File: src/logic/wguard_pkg.sv
// package: register map, key values and bus carrier for the output write guard
// assumes an avalon-mm slave with 16-bit registers in 32-bit words
//
// Behaviour
// - every output pin control and fault/current-limit register is write guarded.
// - while locked, a guarded write without fresh unlock is ignored, contents kept.
// - protection is chosen by a fuse bit at bit 6 of the oscillator config word.
// - fuse bit at 1, the default, means protection is on.
// - fuse bit at 0 lets guarded registers be written directly.
// - only the register access right after the second key write is granted.
// - any other register access inside the sequence abandons the unlock.
// - each unlock grants exactly one guarded write.
package wguard_pkg;

  localparam int ADDR_W = 6;
  localparam int NUM_CH = 3;

  // ************************************************************
  // byte offsets
  // ************************************************************
  localparam logic [ADDR_W-1:0] OFS_KEY = 6'h00;
  localparam logic [ADDR_W-1:0] OFS_STATUS = 6'h04;
  localparam logic [ADDR_W-1:0] OFS_PIN_BASE = 6'h10;
  localparam logic [ADDR_W-1:0] OFS_FLT_BASE = 6'h20;

  // ************************************************************
  // keys, fuse position, reset values
  // ************************************************************
  localparam logic [15:0] KEY_FIRST = 16'habcd;
  localparam logic [15:0] KEY_SECOND = 16'h4321;
  localparam int FUSE_LOCK_BIT = 6;
  localparam logic FUSE_DEFAULT = 1'b1;
  localparam logic [15:0] PIN_RESET = 16'h0000;
  localparam logic [15:0] FLT_RESET = 16'h0000;
  localparam logic [31:0] UNMAPPED_READ = 32'h0000_0000;

  typedef enum logic [1:0] {
    SEQ_IDLE = 2'b00,
    SEQ_KEY1 = 2'b01,
    SEQ_OPEN = 2'b10
  } seq_state_e;

  typedef struct packed {
    logic [ADDR_W-1:0] address;
    logic read;
    logic write;
    logic [31:0] writedata;
    logic [3:0] byteenable;
  } bus_req_s;

endpackage : wguard_pkg

File: src/logic/output_register_write_guard.sv
// top: avalon-mm slave holding guarded pin and fault control registers
// assumes the lock fuse level may change freely; it is synchronised here
`timescale 1ns/1ps
module output_register_write_guard #(
  parameter int NUM_CH = wguard_pkg::NUM_CH
) (
  input wire logic ref_clk,
  input wire logic rst_n,
  input wire logic [15:0] oscillator_select_config_word,
  input wire logic [wguard_pkg::ADDR_W-1:0] avs_address,
  input wire logic avs_read,
  input wire logic avs_write,
  input wire logic [31:0] avs_writedata,
  input wire logic [3:0] avs_byteenable,
  output logic [31:0] avs_readdata,
  output logic avs_waitrequest,
  output logic [NUM_CH*16-1:0] output_pin_control_reg,
  output logic [NUM_CH*16-1:0] fault_current_limit_reg,
  output logic unlock_open
);

  // ************************************************************
  // request capture and single-wait handshake
  // ************************************************************
  wguard_pkg::bus_req_s req;
  logic ack_ff;
  logic [31:0] rdata_ff;
  logic [31:0] nxt_rdata;
  logic lock_ff;
  logic [1:0] seq_state;
  logic [15:0] pin_ff [NUM_CH];
  logic [15:0] flt_ff [NUM_CH];

  assign req.address = avs_address;
  assign req.read = avs_read;
  assign req.write = avs_write;
  assign req.writedata = avs_writedata;
  assign req.byteenable = avs_byteenable;

  wire logic req_on = req.read || req.write;
  wire logic acc_fire = req_on && ack_ff;
  wire logic wr_fire = acc_fire && req.write;
  wire logic key_hit = req.address == wguard_pkg::OFS_KEY;
  wire logic stat_hit = req.address == wguard_pkg::OFS_STATUS;
  wire logic [15:0] wdata16 = req.writedata[15:0];
  wire logic wr_allowed = !lock_ff || unlock_open;

  assign avs_waitrequest = req_on && !ack_ff;
  assign avs_readdata = rdata_ff;

  always_ff @(posedge ref_clk or negedge rst_n)
  begin
    if (!rst_n)
      ack_ff <= 1'b0;
    else
      ack_ff <= req_on && !ack_ff;
  end

  // ************************************************************
  // lock fuse synchroniser and lock state
  // ************************************************************
  logic fuse_s1_ff;
  logic fuse_s2_ff;
  logic fuse_s3_ff;
  wire logic fuse_pin =
    oscillator_select_config_word[wguard_pkg::FUSE_LOCK_BIT];
  wire logic fuse_agree = fuse_s2_ff == fuse_s3_ff;

  always_ff @(posedge ref_clk or negedge rst_n)
  begin
    if (!rst_n)
    begin
      fuse_s1_ff <= wguard_pkg::FUSE_DEFAULT;
      fuse_s2_ff <= wguard_pkg::FUSE_DEFAULT;
      fuse_s3_ff <= wguard_pkg::FUSE_DEFAULT;
    end
    else
    begin
      fuse_s1_ff <= fuse_pin;
      fuse_s2_ff <= fuse_s1_ff;
      fuse_s3_ff <= fuse_s2_ff;
    end
  end

  always_ff @(posedge ref_clk or negedge rst_n)
  begin
    if (!rst_n)
      lock_ff <= wguard_pkg::FUSE_DEFAULT;
    else if (fuse_agree)
      lock_ff <= fuse_s3_ff;
  end

  unlock_sequencer u_seq (
    .ref_clk(ref_clk),
    .rst_n(rst_n),
    .acc_fire(acc_fire),
    .acc_key_wr(wr_fire && key_hit),
    .acc_wdata(wdata16),
    .open(unlock_open),
    .state(seq_state)
  );

  // ************************************************************
  // guarded registers per channel
  // ************************************************************
  logic [NUM_CH-1:0] pin_hit;
  logic [NUM_CH-1:0] flt_hit;

  for (genvar i = 0; i < NUM_CH; i++)
  begin : g_ch
    assign pin_hit[i] = req.address ==
      6'(wguard_pkg::OFS_PIN_BASE + 6'(4 * i));
    assign flt_hit[i] = req.address ==
      6'(wguard_pkg::OFS_FLT_BASE + 6'(4 * i));
    wire logic [15:0] pin_new = {
      req.byteenable[1] ? wdata16[15:8] : pin_ff[i][15:8],
      req.byteenable[0] ? wdata16[7:0] : pin_ff[i][7:0]};
    wire logic [15:0] flt_new = {
      req.byteenable[1] ? wdata16[15:8] : flt_ff[i][15:8],
      req.byteenable[0] ? wdata16[7:0] : flt_ff[i][7:0]};

    always_ff @(posedge ref_clk or negedge rst_n)
    begin
      if (!rst_n)
      begin
        pin_ff[i] <= wguard_pkg::PIN_RESET;
        flt_ff[i] <= wguard_pkg::FLT_RESET;
      end
      else
      begin
        if (wr_fire && pin_hit[i] && wr_allowed)
          pin_ff[i] <= pin_new;
        if (wr_fire && flt_hit[i] && wr_allowed)
          flt_ff[i] <= flt_new;
      end
    end

    assign output_pin_control_reg[i*16 +: 16] = pin_ff[i];
    assign fault_current_limit_reg[i*16 +: 16] = flt_ff[i];

    // ************************************************************
    // per-channel guard checks
    // ************************************************************
    AST_PIN_GUARD: assert property (
      @(posedge ref_clk) disable iff (!rst_n)
      (wr_fire && pin_hit[i] && lock_ff && !unlock_open)
      |=> $stable(pin_ff[i]))
      else $error("locked pin register changed");
    AST_FLT_GUARD: assert property (
      @(posedge ref_clk) disable iff (!rst_n)
      (wr_fire && flt_hit[i] && lock_ff && !unlock_open)
      |=> $stable(flt_ff[i]))
      else $error("locked fault register changed");
    AST_FUSE_OFF_WRITE: assert property (
      @(posedge ref_clk) disable iff (!rst_n)
      (wr_fire && pin_hit[i] && !lock_ff && req.byteenable[1:0] == 2'b11)
      |=> pin_ff[i] == $past(wdata16))
      else $error("unlocked write not stored");
    AST_FLT_FUSE_OFF_WRITE: assert property (
      @(posedge ref_clk) disable iff (!rst_n)
      (wr_fire && flt_hit[i] && !lock_ff && req.byteenable[1:0] == 2'b11)
      |=> flt_ff[i] == $past(wdata16))
      else $error("unlocked fault write not stored");
    AST_PIN_GRANT_WRITE: assert property (
      @(posedge ref_clk) disable iff (!rst_n)
      (wr_fire && pin_hit[i] && unlock_open && req.byteenable[1:0] == 2'b11)
      |=> pin_ff[i] == $past(wdata16))
      else $error("granted pin write not stored");
    AST_FLT_GRANT_WRITE: assert property (
      @(posedge ref_clk) disable iff (!rst_n)
      (wr_fire && flt_hit[i] && unlock_open && req.byteenable[1:0] == 2'b11)
      |=> flt_ff[i] == $past(wdata16))
      else $error("granted fault write not stored");
  end

  // ************************************************************
  // read mux
  // ************************************************************
  always_comb
  begin
    nxt_rdata = wguard_pkg::UNMAPPED_READ;
    if (stat_hit)
      nxt_rdata = {29'h0, seq_state, lock_ff};
    for (int k = 0; k < NUM_CH; k++)
    begin
      if (pin_hit[k])
        nxt_rdata = {16'h0, pin_ff[k]};
      if (flt_hit[k])
        nxt_rdata = {16'h0, flt_ff[k]};
    end
  end

  always_ff @(posedge ref_clk or negedge rst_n)
  begin
    if (!rst_n)
      rdata_ff <= wguard_pkg::UNMAPPED_READ;
    else if (req.read && !ack_ff)
      rdata_ff <= nxt_rdata;
  end

  // ************************************************************
  // handshake, read and lock checks
  // ************************************************************
  AST_WAIT_ONE: assert property (@(posedge ref_clk) disable iff (!rst_n)
    ($rose(req_on) && !ack_ff) |-> avs_waitrequest ##1 !avs_waitrequest)
    else $error("waitrequest not released after one cycle");
  AST_ACK_ONE_CYCLE: assert property (@(posedge ref_clk) disable iff (!rst_n)
    ack_ff |=> !ack_ff)
    else $error("acknowledge held for two cycles");
  AST_READ_CAPTURE: assert property (@(posedge ref_clk) disable iff (!rst_n)
    (req.read && !ack_ff) |=> avs_readdata == $past(nxt_rdata))
    else $error("read data not captured");
  AST_UNMAPPED_READ: assert property (
    @(posedge ref_clk) disable iff (!rst_n)
    (req.read && !ack_ff && !stat_hit && !(|pin_hit) && !(|flt_hit))
    |=> avs_readdata == wguard_pkg::UNMAPPED_READ)
    else $error("unmapped read not zero");

  AST_FUSE_TRACK: assert property (
    @(posedge ref_clk) disable iff (!rst_n)
    fuse_agree |=> lock_ff == $past(fuse_s3_ff))
    else $error("lock does not follow fuse bit");

endmodule : output_register_write_guard

File: src/logic/unlock_sequencer.sv
// unlock key sequencer: tracks the key pair and grants one guarded write
// assumes one pulse per accepted register access from the bus slave
`timescale 1ns/1ps
module unlock_sequencer (
  input wire logic ref_clk,
  input wire logic rst_n,
  input wire logic acc_fire,
  input wire logic acc_key_wr,
  input wire logic [15:0] acc_wdata,
  output logic open,
  output logic [1:0] state
);

  wguard_pkg::seq_state_e state_ff;
  wguard_pkg::seq_state_e nxt_state;

  wire logic key1_ok = acc_key_wr && acc_wdata == wguard_pkg::KEY_FIRST;
  wire logic key2_ok = acc_key_wr && acc_wdata == wguard_pkg::KEY_SECOND;

  always_comb
  begin
    nxt_state = state_ff;
    if (acc_fire)
    begin
      unique case (state_ff)
        wguard_pkg::SEQ_IDLE:
          nxt_state = key1_ok ? wguard_pkg::SEQ_KEY1
                    : wguard_pkg::SEQ_IDLE;
        wguard_pkg::SEQ_KEY1:
          nxt_state = key2_ok ? wguard_pkg::SEQ_OPEN
                    : key1_ok ? wguard_pkg::SEQ_KEY1
                    : wguard_pkg::SEQ_IDLE;
        wguard_pkg::SEQ_OPEN:
          nxt_state = key1_ok ? wguard_pkg::SEQ_KEY1
                    : wguard_pkg::SEQ_IDLE;
        default:
          nxt_state = wguard_pkg::SEQ_IDLE;
      endcase
    end
  end

  always_ff @(posedge ref_clk or negedge rst_n)
  begin
    if (!rst_n)
      state_ff <= wguard_pkg::SEQ_IDLE;
    else
      state_ff <= nxt_state;
  end

  assign open = state_ff == wguard_pkg::SEQ_OPEN;
  assign state = state_ff;

  AST_OPEN_AFTER_KEYS: assert property (
    @(posedge ref_clk) disable iff (!rst_n)
    (acc_fire && state_ff == wguard_pkg::SEQ_KEY1 && key2_ok) |=> open)
    else $error("unlock not opened after second key");
  AST_OPEN_ONE_ACCESS: assert property (
    @(posedge ref_clk) disable iff (!rst_n)
    (open && acc_fire) |=> !open)
    else $error("unlock survived an access");
  AST_WRONG_KEY_IDLE: assert property (
    @(posedge ref_clk) disable iff (!rst_n)
    (acc_fire && !key1_ok && !(state_ff == wguard_pkg::SEQ_KEY1 && key2_ok))
    |=> state_ff == wguard_pkg::SEQ_IDLE)
    else $error("sequencer not idle after wrong access");
  AST_OPEN_ONLY_FROM_KEY1: assert property (
    @(posedge ref_clk) disable iff (!rst_n)
    $rose(open) |-> $past(state_ff) == wguard_pkg::SEQ_KEY1)
    else $error("unlock opened without first key");

endmodule : unlock_sequencer

File: config.mk
export PLATFORM = sky130hd
export DESIGN_NAME = output_register_write_guard
export DESIGN_NICKNAME = d
export VERILOG_FILES = /design/src/logic/wguard_pkg.sv /design/src/logic/output_register_write_guard.sv /design/src/logic/unlock_sequencer.sv
export SDC_FILE = /design/constraint.sdc
export NUM_CORES = 1
export LEC_CHECK = 0
export ABC_CLOCK_PERIOD_IN_PS = 2250
export CAP_MARGIN = 20
export CORE_MARGIN = 2
export CORE_UTILIZATION = 36
export DETAILED_ROUTE_END_ITERATION = 10
export DONT_BUFFER_PORTS = 1
export HOLD_SLACK_MARGIN = 0.06
export PLACE_DENSITY_LB_ADDON = 0.2
export SLEW_MARGIN = 20
export SYNTH_ARGS = -nofsm -noshare
export SYNTH_HDL_FRONTEND = slang
export SYNTH_SLANG_ARGS = --single-unit
File: constraint.sdc
create_clock -name ref_clk -period 2.25 [get_ports ref_clk]
set_input_delay 0.1125 -clock ref_clk [delete_from_list [all_inputs] [get_ports ref_clk]]
set_output_delay 0.1125 -clock ref_clk [all_outputs]
set_load 0.05 [all_outputs]
# Yosys cells after proc, flatten, opt, wreduce, memory -nomap -nowiden
# Index checks and enable logic that the tools add are counted.
# classes
eq_ne	12
n_mux	10
reduce_logical	38
# ops
op	n
2-to-1 mux 32 bit	6
AND reduction 2 bit	12
logical AND 1 bit	19
== test 6 x 5 -> 1 bit (second input constant)	3
== test 6 bit (second input constant)	3
== test 16 x 15 -> 1 bit (second input constant)	1
== test 16 bit (second input constant)	1
== test 6 x 3 -> 1 bit (second input constant)	1
zero test 6 bit	1
case mux 2 bit (2 select lines)	1
2-to-1 mux 3 bit	1
== test 2 x 1 -> 1 bit (second input constant)	1
== test 2 bit (second input constant)	1
zero test 1 bit	2
zero test 2 bit	1
logical OR 1 bit	2
2-to-1 mux 2 bit	1
OR reduction 2 bit	1
== test 1 bit	1
2-to-1 mux 1 bit	1
# totals
register_bits	135
inputBits	62
output_inout_bits	130
word_cells	79

# Longest topological paths before layout
# logic_depth
ltp_word	8
ltp_mapped	7
ltp_nobuf	4

# Hierarchy
# Synthesis repeated with hierarchy kept, for this count alone.
# unflattened
cells_unflattened	450
hier_area_um2	5740.5
# modules_own_cells
mod	n_inst	cells_per_inst	area_per_inst_um2	seq_area_each_um2
output_register_write_guard	1	430	5566.6	2932.8
unlock_sequencer	1	20	173.9	50.0

# Worst setup path after synthesis
# OpenSTA, ideal clock, no wires.
# synth_timing
path_type	register -> register
from	reg u_seq.state_ff[0] (netlist: u_seq.state[0])
to	reg flt_ff (netlist bit fault_current_limit_reg[16])
setup_ns	0.125
arrival_time_ns	1.670
t_required_ns	2.125
path_slack_ns	0.455
path_stages_with_launch	5
path_buffers	0
period_less_slack_ns	1.795
cell_sequence	dfrtp_1 nand2b_1 a211oi_2 nand2_1 mux2_2
# synth_between
elab_chain_cells	4
# synth_lines
item	line	text
start: declaration	unlock_sequencer.sv:14	wguard_pkg::seq_state_e state_ff;
start signal: assignment	unlock_sequencer.sv:45	state_ff <= wguard_pkg::SEQ_IDLE;
start signal: assignment	unlock_sequencer.sv:47	state_ff <= nxt_state;
== test 2 bit	unlock_sequencer.sv:50	assign open = state_ff == wguard_pkg::SEQ_OPEN;
logical OR 1 bit	output_register_write_guard.sv:46	wire logic wr_allowed = !lock_ff || unlock_open;
logical AND 1 bit	output_register_write_guard.sv:133	if (wr_fire && flt_hit[i] && wr_allowed)
AND reduction 2 bit (no line)	--	
end signal: indexed assignment	output_register_write_guard.sv:127	flt_ff[i] <= wguard_pkg::FLT_RESET;
end signal: indexed assignment	output_register_write_guard.sv:134	flt_ff[i] <= flt_new;
end: declaration	output_register_write_guard.sv:32	logic [15:0] flt_ff [NUM_CH];
# No other way between the ends.
# A chain may end at the register's enable or synchronous reset.

# Final worst setup path
# layout_timing
from	in avs_writedata[4]
to	reg u_seq.state_ff[0] (netlist: u_seq.state[0])
# layout_between
elab_chain_cells	5
word_cells_on_any_way	7
classes_between	2 x eq/ne; 3 x mux; 2 x reduce/logical
# layout_lines
item	line	text
start: declaration	output_register_write_guard.sv:13	input wire logic [31:0] avs_writedata,
== test 16 bit	unlock_sequencer.sv:17	wire logic key1_ok = acc_key_wr && acc_wdata == wguard_pkg::KEY_FIRST;
logical AND 1 bit	unlock_sequencer.sv:17	
2-to-1 mux 1 bit	unlock_sequencer.sv:27, unlock_sequencer.sv:31, unlock_sequencer.sv:34	
2-to-1 mux 2 bit	unlock_sequencer.sv:30	nxt_state = key2_ok ? wguard_pkg::SEQ_OPEN
case mux 2 bit (2 select lines) *	unlock_sequencer.sv:25	unique case (state_ff)
# Mark *: on every way between the ends. The rest lies on a longest branch, timed or not.

==> results.md <==
- Max-cap violations: 0
- Synthesized flop and latch total: roughly 120
- Area Overhead vs Synth: 17.3%
- Worst skew pair latency: between 0.4 and 0.5 ns
- Grt total ovfl: 0
- Crit path launch: avs_writedata[4]
- Leading area contributor after synthesis: dfrtp_1
- Min-delay worst type: in2async
- Largest net degree at the start of global routing: 120
- Synth top area cells: dfrtp_1, mux2_2, a211oi_2
- Commonest cells after routing, fill and taps aside: dfrtp_1, mux2_2, nor3_1, dlygate4sd3_1, nand3_1
- Post-synthesis mux area share: about a fifth
- Commonest non-fill, non-tap cell in the layout: dfrtp_1
- EDFF count, synth: 0
- Reg2reg path depth: 5
- CTS tree: built
- WL final: ~19000 microns
- Final Util: between 40% and 50%
- Nets: 564
- Setup crit start kind: input port
- Crit-path leading delay family: buffers and inverters
- Initial antenna violation count: 0
- Critical path cell sequence: dlygate4sd3_1 -> nor4bb_2 -> nand4_1 -> o41ai_1 -> dlygate4sd3_1
- Pre-Repair DR Iteration Count: 4
- Total power: 5.45 mW
- Critical path buffers and inverters: 2
- Worst setup EP type: flip-flop
- Critical R2R Capture: fault_current_limit_reg[23]
- Synth Area in XOR/XNOR: 0%
- Initial core utilization: 36.4%
- Std-Cell Rows: 46
- Post-synth ARST share: 100%
- Syn Std Cell Area: 5720 sq um
- Layout cells sized above 1: 34.0%
- Antenna-violating nets left: 0
- Setup TNS: 0 ns
- Final period util: 89.9%
- Synth Instances: between 400 and 500
- RSZ-0062 raised after global routing: no
- Synth Area in Adders: 0.175%
- Clock root cell: clkbuf_16
- Post-layout minimum cycle time: 2.02 ns
- Failing checks: hold timing
- Die X: about 130 microns
- PortBufs: 0
- Design Area, Final: roughly 6700 sq um
- GPL Wtd Cong: 0.799
- Normalized max-slew margin: between 50% and 60%
- Final max-slew violation count: 0
- Die area: 16900 sq um
- Vias: around 4100
- Synth Warn #: 0
- Total GRT Usage: 22.8%
- First-pass GRT wire length: 27700 microns
- Mapped Avg Cell Area: about 12 sq um
- Worst-case clock buffer depth: 2
- Iter 0 DRT Violations: 244
- I/O pins: 192
- Compound-Gate Fraction of Synth Area: between 10% and 20%
- Critical Path AT: ~2.4 ns
- Worst-path maximum fanout: 7
- Leak: 2.99 nW
- Most used cell, CP: dlygate4sd3_1
- Post-CTS Hold Fix Bufs: 27
- DIE HEIGHT: 130 microns
- Vias in the first global route: 4301
- Wire length per cell: 25.5 microns
- Largest family of logic cells by synthesized area: multiplexers
- Sequential area share after synthesis: about 52%
- Placed Area: a little under 6000 sq um
- Top-area cell type share of the netlist area: around half
- Reg clk slew, reported paths: about 0.050 ns
- Flop2flop setup slack: 0.27 ns
- Pwr Density: between 800 and 900 nW/um^2
- Number of library cell types mapped by synthesis: 50
- CTS Buf Count: 17
- Crit-path max cell delay: 0.67 ns
- CP max-delay cell: dlygate4sd3_1
- Simple-gate share of the synthesized area: 12.8%
- Peak supply drop: 0.484 mV
- Total clock sinks: 119
- Most used DFF post-synth: dfrtp_1
- Setup Crit Path Kind: in2reg
- Hold Vio Cnt, Final: 119
- Hold_ws: -0.606 ns
- Max Clock Freq: between 400 and 500 MHz
- Status: finished with violations
- Worst-margin pin slew: approximately 0.62 ns
- Worst r2r src: u_seq.state[0]
- H-tree levels: 4
- HPWL after DPL: 12200 microns
- Core footprint: 15700 sq um
- Drt via density: 5.64
- Residual DRC: 0
- Final setup skew: 0.00622 ns
- Req. time, crit path: 2.60 ns
- N_diodes: 0
- # fillers: 1498
- Final setup violation count: 0
## synthesized netlist by cell type (4+ instances only)
cell type / instances
a21oi_1: 6
nor2_1: 17
nand3_1: 24
a221oi_1: 15
clkbuf_1: 10
nand2_1: 14
buf_2: 11
nand2b_1: 8
nand3b_1: 6
nand2_2: 6
a211oi_2: 12
a311o_1: 12
nand3_2: 4
o21ai_0: 5
buf_4: 20
dfstp_2: 4
nor3_1: 27
inv_1: 6
mux2_2: 96
dfrtp_1: 115
a211oi_1: 4
## final cells by class
| type | instances | area [sq um] | share of cell area, % |
|---|---|---|---|
| clock inverters | 6 | 30.0 | 0.448 |
| clock buffers | 26 | 469 | 6.99 |
| flip-flops and latches | 119 | 2980 | 44.5 |
| repair buffers | 46 | 413 | 6.16 |
| inverters | 6 | 22.5 | 0.336 |
| well taps | 216 | 270 | 4.03 |
| multi-input cells | 312 | 2520 | 37.6 |
## metrics by stage
stage / cells / worst slack, ns / hold WS [ns]
floorplan: 480 / 0.455 / -0.183
global placement: 672 / 0.299 / -0.180
detailed placement: 672 / 0.265 / -0.180
CTS: 731 / 0.137 / -0.629
global route: 731 / 0.101 / -0.629
finish: 731 / 0.227 / -0.606
## cell families after synthesis
logic type / count (synthesis)
and+or+nand+nor: 129
DFF: 119
muxes: 98
AOI/OAI and AO/OA: 68
buffers and inverters: 49
adders and majority gates: 1
other: 1
## power breakdown
group          internal [mW]  total (mW)  switching (mW)  leakage [nW]
clock network           1.42        2.33           0.911         0.250
registers               2.24        2.69           0.450          1.61
logic                  0.165       0.424           0.259          1.12
total                   3.83        5.45            1.62          2.99
## worst max path at each step
stage / to / slack (ns) / cells after the start
after floorplan: fault_current_limit_reg[16] / 0.46 / 4
after global placement: fault_current_limit_reg[23] / 0.30 / 5
after detailed placement: fault_current_limit_reg[22] / 0.27 / 5
after CTS: u_seq.state[0] / 0.14 / 5
after global routing: u_seq.state[0] / 0.10 / 5
final: u_seq.state[0] / 0.23 / 5
## timing repair
action | CTS | global route
buffers inserted | 0 | 0
setup endpoints to repair | 0 | 1
hold endpoints to repair | 221 | 119
gates resized for setup | 0 | 1
## metal layers
metal | GRT usage (%) | up-vias | part of all wire, %
met5 | 0 | - | 0
met4 | 6.89 | 0 | 0.95
met3 | 10.0 | 17 | 12
met2 | 35.6 | 194 | 48
met1 | 28.8 | 2116 | 40
li1 | - | 1797 | -
Note: power is estimated with default switching activity, not from simulation.
